$ cat src/shared/dee_consts.svh
// Constants for the data EEPROM write controller: offsets, field positions, reset values, timing.
// Assumes inclusion by bare name from the package and the design file.
`ifndef DEE_CONSTS_SVH
`define DEE_CONSTS_SVH

// Control/status register address within the peripheral space.
`define DEE_CSR_ADDR 16'h0030
// Field positions inside the control/status register.
`define DEE_PGM_BIT 0
`define DEE_LAT_BIT 1
// Reset value of the control/status register.
`define DEE_CSR_RST 8'h00
// EEPROM window base and size.
`define DEE_BASE 16'h1000
`define DEE_SIZE 16'h0100
// Row geometry: 32 latches, five column bits.
`define DEE_COL_W 5
`define DEE_NLAT 32
// Programming cycle time in microseconds and the derived clock count at 125 MHz.
`define DEE_PROG_US 3000
`define DEE_CLK_MHZ 125
`define DEE_PROG_CYC (`DEE_PROG_US * `DEE_CLK_MHZ)
// Whole-memory erase time on protection removal, in microseconds and cycles.
`define DEE_ERASE_US 100
`define DEE_ERASE_CYC (`DEE_ERASE_US * `DEE_CLK_MHZ)

`endif

$ cat src/shared/dee_pkg.sv
// Types for the data EEPROM write controller.
// Assumes the constants header sits beside it on the include path.
`include "dee_consts.svh"

package dee_pkg;
  // Controller sequencing states.
  typedef enum logic [2:0] {
    DEE_IDLE = 3'b000,
    DEE_PROG = 3'b001,
    DEE_WAIT = 3'b010,
    DEE_HALT = 3'b011,
    DEE_ERASE = 3'b100
  } dee_state_t;
endpackage

$ cat src/logic/dee_ctrl.sv
// Data EEPROM write controller: CPU bus side, row latches, timed programming, protection.
// Assumes a synchronous single-cycle CPU bus on mclk and an array that takes one-byte write strobes.
// Protection option and power requests arrive as levels from the system controller.
//
// What this block does
// - With latch access clear, EEPROM reads come straight from the array.
// - In write mode, outside a cycle and without protection, each EEPROM write lands in one of 32 latches by low address.
// - Setting program start walks all captured latched bytes into the array, one per clock.
// - Programming row is the upper address of the most recent accepted EEPROM write.
// - At cycle end program start and latch access clear in the same clock.
// - A second write to a latched byte programs the AND of both values.
// - Latches clear only at cycle end, on latch access falling and in the halt state.
// - Latched, unprogrammed data is never returned on a bus read.
// - Wait or active-halt request waits at once if idle, else after the cycle.
// - Halt stops at once, abandoning any programming in progress.
// - EEPROM reads while latch access is set leave the data bus undriven.
// - EEPROM writes while latch access is clear are ignored entirely.
// - Reset aborts a programming cycle; array contents are then undefined.
// - Read-out protection blocks external read-out and rewriting of the EEPROM.
// - Removing protection while the sequencer is idle first erases whole program memory and whole EEPROM.
// - One option setting governs protection of program memory and EEPROM.
// - The erase-plus-program cycle is timed internally, no software pacing.
// - Clearing latch access is ignored while program start is set.
// - Program start at bit 0 reads one while a cycle runs.
// - Control bits 7 to 2 read zero, bit 1 is latch access, reset zero.
`timescale 1ns/1ps
`default_nettype none
`include "dee_consts.svh"

module dee_ctrl
  import dee_pkg::*;
#(
  parameter int unsigned PROG_CYC = `DEE_PROG_CYC,
  parameter int unsigned ERASE_CYC = `DEE_ERASE_CYC
) (
  input wire logic mclk,
  input wire logic rst,
  input wire logic bus_rd,
  input wire logic bus_wr,
  input wire logic [15:0] bus_addr,
  input wire logic [7:0] bus_wdata,
  output logic [7:0] bus_rdata,
  output logic bus_rdata_en_n,
  input wire logic ext_access,
  input wire logic wait_for_interrupt_instr,
  input wire logic active_halt_req,
  input wire logic halt_req,
  input wire logic readout_protect_option,
  input wire logic [7:0] arr_rdata,
  output logic [7:0] arr_addr,
  output logic arr_rd,
  output logic [7:0] arr_wdata,
  output logic arr_wr,
  output logic arr_erase_all,
  output logic prog_mem_erase_all,
  output logic busy,
  output logic eeprom_wait,
  output logic eeprom_halted
);

  // Counter width covers the longest timed operation at the system clock.
  localparam int unsigned CNT_W = 32;

  // Every bus strobe is a single-cycle pulse sampled on the rising clock edge.
  // Read data is registered, so it stands for the one clock after the request edge.
  // Software polls the program start bit to learn that a cycle has finished.
  // A walk abandoned by halt or reset leaves the row partly written.

  // Decoded bus accesses.
  logic in_ee;
  logic csr_sel;
  logic ee_rd;
  logic ee_wr;
  logic csr_wr;
  logic csr_rd;
  assign in_ee = (bus_addr >= `DEE_BASE) && (bus_addr < (`DEE_BASE + `DEE_SIZE));
  assign csr_sel = (bus_addr == `DEE_CSR_ADDR);
  assign ee_rd = bus_rd && in_ee;
  assign ee_wr = bus_wr && in_ee;
  assign csr_wr = bus_wr && csr_sel;
  assign csr_rd = bus_rd && csr_sel;

  // Sequencer state and the two software-visible flags.
  dee_state_t state_r;
  logic latch_mode_flag_r;
  logic program_cycle_flag_r;

  // Row latches, their valid marks and the row taken from the last write.
  logic [7:0] lat_data_r [`DEE_NLAT];
  logic [`DEE_NLAT-1:0] lat_used_r;
  logic [2:0] row_r;

  // Timing counter and walking column; the column top bit marks a finished walk.
  logic [CNT_W-1:0] cnt_r;
  logic [`DEE_COL_W:0] col_r;

  // Protection copy and the marker that one clock has passed since reset.
  logic prot_r;
  logic prot_seen_r;

  // Decoded events used by several processes.
  logic lat_fall;
  logic cycle_end;
  logic sleep_req;
  logic wr_ok;
  logic walk_wr;
  logic [`DEE_COL_W-1:0] walk_col;

  // Writes are accepted only in write mode, not during a cycle, and not under protection.
  assign wr_ok = ee_wr && latch_mode_flag_r && !program_cycle_flag_r && !prot_r;
  assign cycle_end = (state_r == DEE_PROG) && (cnt_r == '0) && col_r[`DEE_COL_W];
  assign sleep_req = wait_for_interrupt_instr || active_halt_req;
  // Latch access drops either by software (only with program start clear) or at cycle end.
  assign lat_fall = latch_mode_flag_r &&
                    ((csr_wr && !bus_wdata[`DEE_LAT_BIT] && !program_cycle_flag_r) || cycle_end);
  // The walk writes one latch per clock until the column top bit sets; halt stops it.
  assign walk_wr = (state_r == DEE_PROG) && !col_r[`DEE_COL_W] && !halt_req;
  assign walk_col = col_r[`DEE_COL_W-1:0];

  // Latch access flag: set by software, cleared at cycle end, in the halt state, or by software when idle.
  always_ff @(posedge mclk or posedge rst) begin
    if (rst) begin
      latch_mode_flag_r <= 1'b0;
    end else if (cycle_end || state_r == DEE_HALT) begin
      latch_mode_flag_r <= 1'b0;
    end else if (csr_wr && !program_cycle_flag_r) begin
      latch_mode_flag_r <= bus_wdata[`DEE_LAT_BIT];
    end
  end

  // Program start flag: set by software in write mode, cleared by hardware at cycle end or in the halt state.
  always_ff @(posedge mclk or posedge rst) begin
    if (rst) begin
      program_cycle_flag_r <= 1'b0;
    end else if (cycle_end || state_r == DEE_HALT) begin
      program_cycle_flag_r <= 1'b0;
    end else if (csr_wr && bus_wdata[`DEE_PGM_BIT] && latch_mode_flag_r && !prot_r) begin
      program_cycle_flag_r <= 1'b1;
    end
  end

  // Row register follows the upper address of the latest accepted EEPROM write.
  always_ff @(posedge mclk or posedge rst) begin
    if (rst) begin
      row_r <= 3'h0;
    end else if (wr_ok) begin
      row_r <= bus_addr[7:`DEE_COL_W];
    end
  end

  // Per-entry latches; repeated writes AND into the entry, clears happen together.
  genvar gi;
  generate
    for (gi = 0; gi < `DEE_NLAT; gi++) begin : g_lat
      always_ff @(posedge mclk or posedge rst) begin
        if (rst) begin
          lat_data_r[gi] <= 8'hFF;
          lat_used_r[gi] <= 1'b0;
        end else if (lat_fall || state_r == DEE_HALT) begin
          lat_data_r[gi] <= 8'hFF;
          lat_used_r[gi] <= 1'b0;
        end else if (wr_ok && bus_addr[`DEE_COL_W-1:0] == `DEE_COL_W'(gi)) begin
          lat_data_r[gi] <= lat_data_r[gi] & bus_wdata;
          lat_used_r[gi] <= 1'b1;
        end
      end
    end
  endgenerate

  // Protection copy starts protected, so reset never opens a read-out window.
  always_ff @(posedge mclk or posedge rst) begin
    if (rst) begin
      prot_r <= 1'b1;
    end else begin
      prot_r <= readout_protect_option;
    end
  end

  // The first clock after reset only loads the copy; a removal is judged from then on.
  always_ff @(posedge mclk or posedge rst) begin
    if (rst) begin
      prot_seen_r <= 1'b0;
    end else begin
      prot_seen_r <= 1'b1;
    end
  end

  // Sequencer: idle, timed programming walk, erase, wait and halt.
  always_ff @(posedge mclk or posedge rst) begin
    if (rst) begin
      state_r <= DEE_IDLE;
      cnt_r <= '0;
      col_r <= '0;
    end else if (halt_req) begin
      state_r <= DEE_HALT;
      cnt_r <= '0;
      col_r <= '0;
    end else begin
      case (state_r)
        DEE_IDLE: begin
          if (prot_seen_r && prot_r && !readout_protect_option) begin
            state_r <= DEE_ERASE;
            cnt_r <= CNT_W'(ERASE_CYC - 1);
          end else if (program_cycle_flag_r) begin
            state_r <= DEE_PROG;
            cnt_r <= CNT_W'(PROG_CYC - 1);
            col_r <= '0;
          end else if (sleep_req) begin
            state_r <= DEE_WAIT;
          end
        end
        DEE_PROG: begin
          if (!col_r[`DEE_COL_W]) begin
            col_r <= col_r + 1'b1; // Walk latches into the array one per clock.
          end else if (cnt_r != '0) begin
            cnt_r <= cnt_r - 1'b1;
          end else begin
            col_r <= '0;
            state_r <= sleep_req ? DEE_WAIT : DEE_IDLE;
          end
        end
        DEE_ERASE: begin
          if (cnt_r != '0) begin
            cnt_r <= cnt_r - 1'b1;
          end else begin
            state_r <= DEE_IDLE;
          end
        end
        DEE_WAIT: begin
          if (!sleep_req) begin
            state_r <= DEE_IDLE;
          end
        end
        DEE_HALT: begin
          state_r <= DEE_IDLE;
        end
        default: begin
          state_r <= DEE_IDLE;
        end
      endcase
    end
  end

  // Array write strobe and data: each used latch goes to its row cell during the walk.
  always_ff @(posedge mclk or posedge rst) begin
    if (rst) begin
      arr_wr <= 1'b0;
      arr_wdata <= 8'h00;
    end else if (walk_wr) begin
      arr_wr <= lat_used_r[walk_col];
      arr_wdata <= lat_data_r[walk_col];
    end else begin
      arr_wr <= 1'b0;
    end
  end

  // Array address: row and walking column during the walk, else the CPU address.
  always_ff @(posedge mclk or posedge rst) begin
    if (rst) begin
      arr_addr <= 8'h00;
    end else if (walk_wr) begin
      arr_addr <= {row_r, walk_col};
    end else begin
      arr_addr <= bus_addr[7:0];
    end
  end

  // Array read strobe: only plain reads in read mode reach the cells.
  always_ff @(posedge mclk or posedge rst) begin
    if (rst) begin
      arr_rd <= 1'b0;
    end else begin
      arr_rd <= ee_rd && !latch_mode_flag_r;
    end
  end

  // Array erase strobe, held through the erase state.
  always_ff @(posedge mclk or posedge rst) begin
    if (rst) begin
      arr_erase_all <= 1'b0;
    end else begin
      arr_erase_all <= (state_r == DEE_ERASE);
    end
  end

  // Program memory erase strobe, driven in step with the array erase.
  always_ff @(posedge mclk or posedge rst) begin
    if (rst) begin
      prog_mem_erase_all <= 1'b0;
    end else begin
      prog_mem_erase_all <= (state_r == DEE_ERASE);
    end
  end

  // Busy covers both timed operations, programming and erase.
  always_ff @(posedge mclk or posedge rst) begin
    if (rst) begin
      busy <= 1'b0;
    end else begin
      busy <= (state_r == DEE_PROG) || (state_r == DEE_ERASE);
    end
  end

  // Wait indicator follows the sleep state one clock later.
  always_ff @(posedge mclk or posedge rst) begin
    if (rst) begin
      eeprom_wait <= 1'b0;
    end else begin
      eeprom_wait <= (state_r == DEE_WAIT);
    end
  end

  // Halt indicator follows the halt state one clock later.
  always_ff @(posedge mclk or posedge rst) begin
    if (rst) begin
      eeprom_halted <= 1'b0;
    end else begin
      eeprom_halted <= (state_r == DEE_HALT);
    end
  end

  // Read data: array data or status, one clock after the request; latches are never read.
  always_ff @(posedge mclk or posedge rst) begin
    if (rst) begin
      bus_rdata <= 8'h00;
      bus_rdata_en_n <= 1'b1;
    end else if (csr_rd) begin
      bus_rdata <= {6'h00, latch_mode_flag_r, program_cycle_flag_r};
      bus_rdata_en_n <= 1'b0;
    end else if (ee_rd && !latch_mode_flag_r && !(prot_r && ext_access)) begin
      bus_rdata <= arr_rdata;
      bus_rdata_en_n <= 1'b0;
    end else begin
      bus_rdata <= 8'h00;
      bus_rdata_en_n <= 1'b1;
    end
  end

endmodule // dee_ctrl
`default_nettype wire

$ cat config.mk
export PLATFORM = sky130hd
export DESIGN_NAME = dee_ctrl
export DESIGN_NICKNAME = d
export VERILOG_FILES = /design/src/shared/dee_pkg.sv /design/src/logic/dee_ctrl.sv
export VERILOG_INCLUDE_DIRS = /design/src /design/src/shared
export SDC_FILE = /design/constraint.sdc
export NUM_CORES = 1
export LEC_CHECK = 0
export BUFFER_PORTS_ARGS = -buffer_cell sky130_fd_sc_hd__buf_2
export CAP_MARGIN = 0
export CORE_MARGIN = 4
export CORE_UTILIZATION = 30
export CTS_BUF_LIST = sky130_fd_sc_hd__clkbuf_2 sky130_fd_sc_hd__clkbuf_4 sky130_fd_sc_hd__clkbuf_8
export DETAILED_ROUTE_END_ITERATION = 6
export PLACE_DENSITY = 0.48
export SLEW_MARGIN = 15
export SYNTH_ARGS = -nofsm -noshare
export SYNTH_HDL_FRONTEND = slang
export SYNTH_SLANG_ARGS = --single-unit
export TNS_END_PERCENT = 5
$ cat constraint.sdc
create_clock -name mclk -period 25.2 [get_ports mclk]
set_input_delay 5.04 -clock mclk [delete_from_list [all_inputs] [get_ports mclk]]
set_output_delay 5.04 -clock mclk [all_outputs]
set_load 0.05 [all_outputs]
# ---- Word level (Yosys, flattened, before mapping)
# Cells that the tools add are included.
dict set report totals {
  wordCells 445
  regBits 367
  output_inout_bits 32
}
dict set report op_classes {
  n_eq_ne 45
  n_addsub 2
  n_bitwise 33
  magnitude_cmp 4
  n_reduce_logical 113
  mux 165
}
# cell count
set op_table {}
lappend op_table {{2-to-1 mux 8 bit} 69}
lappend op_table {{bitwise AND 8 bit} 32}
lappend op_table {{2-to-1 mux 32 bit} 5}
lappend op_table {{one-hot mux 32 bit (3 select lines)} 1}
lappend op_table {{equality test 5 bit (second input constant)} 16}
lappend op_table {{2-to-1 mux 1 bit} 72}
lappend op_table {{nonzero test 2 bit} 34}
lappend op_table {{logical AND 1 bit} 56}
lappend op_table {{binary-select mux 8 bit (select 5 bit)} 1}
lappend op_table {{equality test 5 x 4 -> 1 bit (second input constant)} 8}
lappend op_table {{zero test 32 bit} 1}
lappend op_table {{nonzero test 32 bit} 1}
lappend op_table {{subtractor 32 x 1 -> 32 bit (second input constant)} 1}
lappend op_table {{2-to-1 mux 6 bit} 5}
lappend op_table {{2-to-1 mux 3 bit} 8}
lappend op_table {{equality test 5 x 3 -> 1 bit (second input constant)} 4}
lappend op_table {{inequality test 3 bit (second input constant)} 6}
lappend op_table {{equality test 16 x 6 -> 1 bit (second input constant)} 1}
lappend op_table {{>= comparator 16 x 13 -> 1 bit (second input constant)} 1}
lappend op_table {{< comparator 16 x 13 -> 1 bit (second input constant)} 1}
lappend op_table {{one-hot mux 3 bit (4 select lines)} 1}
lappend op_table {{one-hot mux 6 bit (2 select lines)} 1}
lappend op_table {{equality test 5 x 2 -> 1 bit (second input constant)} 2}
lappend op_table {{zero test 1 bit} 8}
lappend op_table {{other kinds (20)} 27}

# ---- Depth between registers and ports, before layout
dict set report logic_depth {
  depth_word 9
  ltp_mapped 9
}

# ---- Least setup slack after synthesis
# OpenSTA, ideal clock, no wires.
dict set report synth_timing {
  kind {in2reg}
  startpoint {input port readout_protect_option}
  endpoint {register cnt_r[0]}
  slack_ns 18.196
  setup_ns 0.083
  path_stages 8
  arrival_ns 6.922
  n_path_buf 3
  required_time_ns 25.117
  path_cell_list {and3b_1 > clkbuf_1 > or3_1 > a211oi_1 > clkbuf_1 > nor2_1 > clkbuf_1 > o21ai_0}
}
dict set report synth_between {
  elab_chain_len 5
}
# element line_no
set synth_rtl {}
lappend synth_rtl {{start, declared} dee_ctrl.sv:48} ;# input wire logic readout_protect_option,
lappend synth_rtl {{zero test 1 bit *} dee_ctrl.sv:201} ;# if (prot_seen_r && prot_r && !readout_protect_option) begin
lappend synth_rtl {{logical AND 1 bit *} dee_ctrl.sv:201}
lappend synth_rtl {{2-to-1 mux 32 bit} dee_ctrl.sv:201}
lappend synth_rtl {{one-hot mux 32 bit (3 select lines)} dee_ctrl.sv:199} ;# case (state_r)
lappend synth_rtl {{2-to-1 mux 32 bit} dee_ctrl.sv:194} ;# end else if (halt_req) begin
lappend synth_rtl {{end signal, assigned} dee_ctrl.sv:203} ;# cnt_r <= CNT_W'(ERASE_CYC - 1);
lappend synth_rtl {{end signal, assigned} dee_ctrl.sv:206} ;# cnt_r <= CNT_W'(PROG_CYC - 1);
lappend synth_rtl {{end signal, assigned} dee_ctrl.sv:216} ;# cnt_r <= cnt_r - 1'b1;
lappend synth_rtl {{end, declared} dee_ctrl.sv:94} ;# logic [CNT_W-1:0] cnt_r;
# Every way passes the cells marked *; elsewhere a longest branch is shown, timed or not.
# A chain may end at the register's enable or synchronous reset.

==> results.md <==
- Postcts setup bufs: 0
- Routed WL: between 50,000 and 60,000 µm
- Most common cell after layout, fill and taps aside: nand2_1
- Core ar.: 55,400 µm²
- Internal reg-to-reg setup slack: between 20,000 and 25,000 ps
- Die Ht: 245 µm
- Period utilisation layout: 30.8%
- Total number of vias: 13,000
- Post-layout nets: between 1,500 and 2,000
- Number of antenna violations at the first check in global routing: 1
- CP bufs+invs: 5
- Area of the multi-input gates: roughly 6900 µm²
- Status: completed
- Design Power: ~0.0016 W
- Int Pwr: between 0.001 and 0.0015 W
- Final setup margin: roughly 17,000 ps
- RSZ-0062 raised after global routing: false
- Fmax: around 130 MHz
- Synth Flop Type: dfstp_2
- Number of diodes: 0
- CP max-delay cell: buf_4
- Hold wc startpoint: row_r[2]
- Clk Latency, worst-skew pair: 650 ps
- Worst hold path class: flip-flop to flip-flop
- Worst Tran Pin Value: 1080 ps
- Root Buffer: clkbuf_8
- Area Growth Syn to Fin: 15.0%
- Commonest non-fill, non-tap cells in the layout: 315 x nand2_1, 275 x o21ai_0, 258 x dfstp_2
- Rel. slew slack: roughly 28%
- Setup crit end kind: async pin
- Final setup violation count: 0
- H-tree Lvls: 3
- Setup Skew: 21.7 ps
- DP Worst Slack: about 17,000 ps
- WL/cell: 21.3 µm
- Crit-path max cell delay: 900 ps
- CP arrival: ~8400 ps
- Clock group share of total power: a little under two fifths
- Number of buffers added on ports: between 70 and 80
- Power share of the combinational group: roughly 23%
- Final Hold Slack: 470 ps
- WS Path Type: input port to async pin
- DP HPWL: roughly 29,000 µm
- DR iter-0 viols: around 960
- First-pass GRT wire length: 81,100 µm
- Vias/cell: 5.35
- Vias in the first global route: around 13,000
- Die Wd: approximately 250 µm
- Non-filler instance count after layout: approximately 2,400
- Register Area: 9510 µm²
- MaxCap Viol Count: 0
- Reg2Reg Depth: 7
- Clock Path Buffers: 3
- Top-level port count: 73
- Drc violations: 0
- Hold path endpoint: row_r[2]
- Largest net degree at the start of global routing: 257
- Psw: approximately 0.00058 W
- P_leak: just over 7 nW
- Crit-path leading delay family: buffers and inverters
- Post-synth EDFFs: 0
- Syn Std Cell Area: ~17,000 µm²
- Num CTS Buffers: 67
- Crit path top cell by count: buf_4
- Fillers: about 5,600
- Worst-path clk slew: approximately 60 ps
- Post-synthesis cell type count: 61
- Period minus WS final: roughly 7800 ps
- Gpl congestion: approximately 0.74
- Flop pwr share: between 40% and 50%
- CTS sink count: between 300 and 400
- Cells after Synth: ~1,600
- Synthesized flop and latch total: ~370
- # rows: 86
- VDD IR-drop max: around 0.000076 V
- Power Dens Cells: 84.9 nW/µm²
- Post-CTS sizing: 0
- Post-synthesis net count: between 1,500 and 2,000
- CTS tree: yes
- Sequential area share after synthesis: a little under three fifths
- Worst endpoint required time: around 26,000 ps
- Placed cell count: ~2,300
- Remaining global-route overflow: 0
- R2R Path End: lat_data_r[157]
- Syn_area_per_cell: approximately 11 µm²
- Largest fanout on the critical path: between 90 and 100
- DRT Pass-1 Iters: 5
- Hold buffers post-CTS: 0
- Total global-route track usage: between 10% and 20%
- Die ar.: 60,200 µm²
- Slew Viols, Final: 0
- Reg2reg start: cnt_r[8]
- Post-DRT Antenna Nets: 0
- Setup_tns: 0 ps
- Worst path cell trace: buf_2 -> inv_8 -> buf_4 -> buf_4 -> buf_4
- Starting Density: a little over 30%
- Synth warn: 0
- Sw Share: about a third
- Share of post-route cells with drive strength above 1: 33.5%
- Type of origin of the critical path: input port
- Ys async rst share: between 90% and 100%
- Worst hold stages: 2
- Final hold viol count: 0
==> cell usage after synthesis (4+ instances only) <==
master | number | area, µm²
nor2_1 | 66 | 248
and2_1 | 11 | 68.8
nor4_1 | 10 | 62.6
mux4_2 | 74 | 1670
or4_1 | 24 | 180
a41o_1 | 4 | 40.0
nand2_1 | 315 | 1180
buf_2 | 10 | 50.1
a21oi_1 | 61 | 305
buf_1 | 6 | 22.5
or3_1 | 25 | 156
nand3_1 | 18 | 90.1
clkbuf_1 | 99 | 372
nand3b_1 | 4 | 30.0
nand4b_1 | 6 | 52.6
nand4_1 | 13 | 81.3
o21ai_0 | 275 | 1380
nor3_1 | 24 | 120
a32o_1 | 4 | 40.0
nand2b_1 | 31 | 194
o41ai_1 | 4 | 35.0
o31ai_1 | 15 | 113
and4_1 | 4 | 35.0
inv_1 | 8 | 30.0
o22ai_1 | 34 | 213
mux2i_1 | 6 | 60.1
a31o_2 | 4 | 35.0
dfstp_2 | 258 | 6780
dfrtp_1 | 109 | 2730
a31oi_1 | 15 | 93.8
==> through the flow <==
| stage | instance area (µm²) | util [%] |
|---|---|---|
| after floorplan | 16900 | - |
| after global placement | 18000 | 32.4 |
| after detailed placement | 18000 | 32.4 |
| after CTS | 19400 | 35.0 |
| after global routing | 19400 | 35.1 |
| final | 19400 | 35.1 |
==> metal layers <==
metal	track usage (%)	vias to the layer above	wire, µm
met3	3.90	100	3110
met2	26.0	412	23000
met4	5.32	0	1360
met5	0	-	0
li1	-	5834	-
met1	24.8	6652	24300
==> layout make-up <==
class / count / share of cell area [%]
multi-input combinational: 1096 / 35.7
tap: 748 / 4.82
clock inverter: 13 / 0.541
inverter: 8 / 0.193
sequential: 367 / 49.0
clock buffer: 105 / 6.86
timing repair buffer: 94 / 2.87
==> kinds of logic (layout without fill, tap and decap cells) <==
| kind of cell | after synthesis | in the layout | synth area share (%) |
|---|---|---|---|
| xor gates and xnor gates | 2 | 2 | 0.104 |
| AOI/OAI and AO/OA | 437 | 437 | 14.3 |
| buffers and inverters | 124 | 220 | 2.85 |
| muxes | 80 | 80 | 10.2 |
| and+or+nand+nor | 573 | 573 | 16.0 |
| DFF | 367 | 367 | 56.3 |
| other | 1 | 1 | 0.0222 |
| adders and majority gates | 3 | 3 | 0.222 |
==> worst reg2reg max path: cells and delay by family, from the launching register on <==
kind	cells	cell delay (ps)
buf+inv	2	570
simple gates	4	2030
flops	1	460
compound gates	1	350
==> registers in the layout, summed over array words and instances (netlist names), 3 cells and up <==
signal,count
arr_addr,8
lat_data_r,256
arr_wdata,8
state_r,3
bus_rdata,8
row_r,3
col_r,6
cnt_r,32
lat_used_r,32
==> worst max-delay path by stage <==
stage	end	startpoint	cells after the start
global placement	arr_wdata[2]	rst	5
detailed placement	arr_wdata[2]	rst	5
floorplan	arr_addr[0]	rst	1
finish	arr_wdata[2]	rst	5
global route	arr_wdata[2]	rst	5
CTS	arr_wdata[2]	rst	5
==> power by group through the flow <==
stage	sequential, W	combinational [W]	clock, W
2_1_floorplan	0.000680	0.000258	0
3_3_place_gp	0.000671	0.000370	0
3_5_place_dp	0.000671	0.000373	0
4_1_cts	0.000663	0.000373	0.000629
5_1_grt	0.000669	0.000409	0.000654
6_report	0.000663	0.000377	0.000609
(Power assumes the default switching activity.)
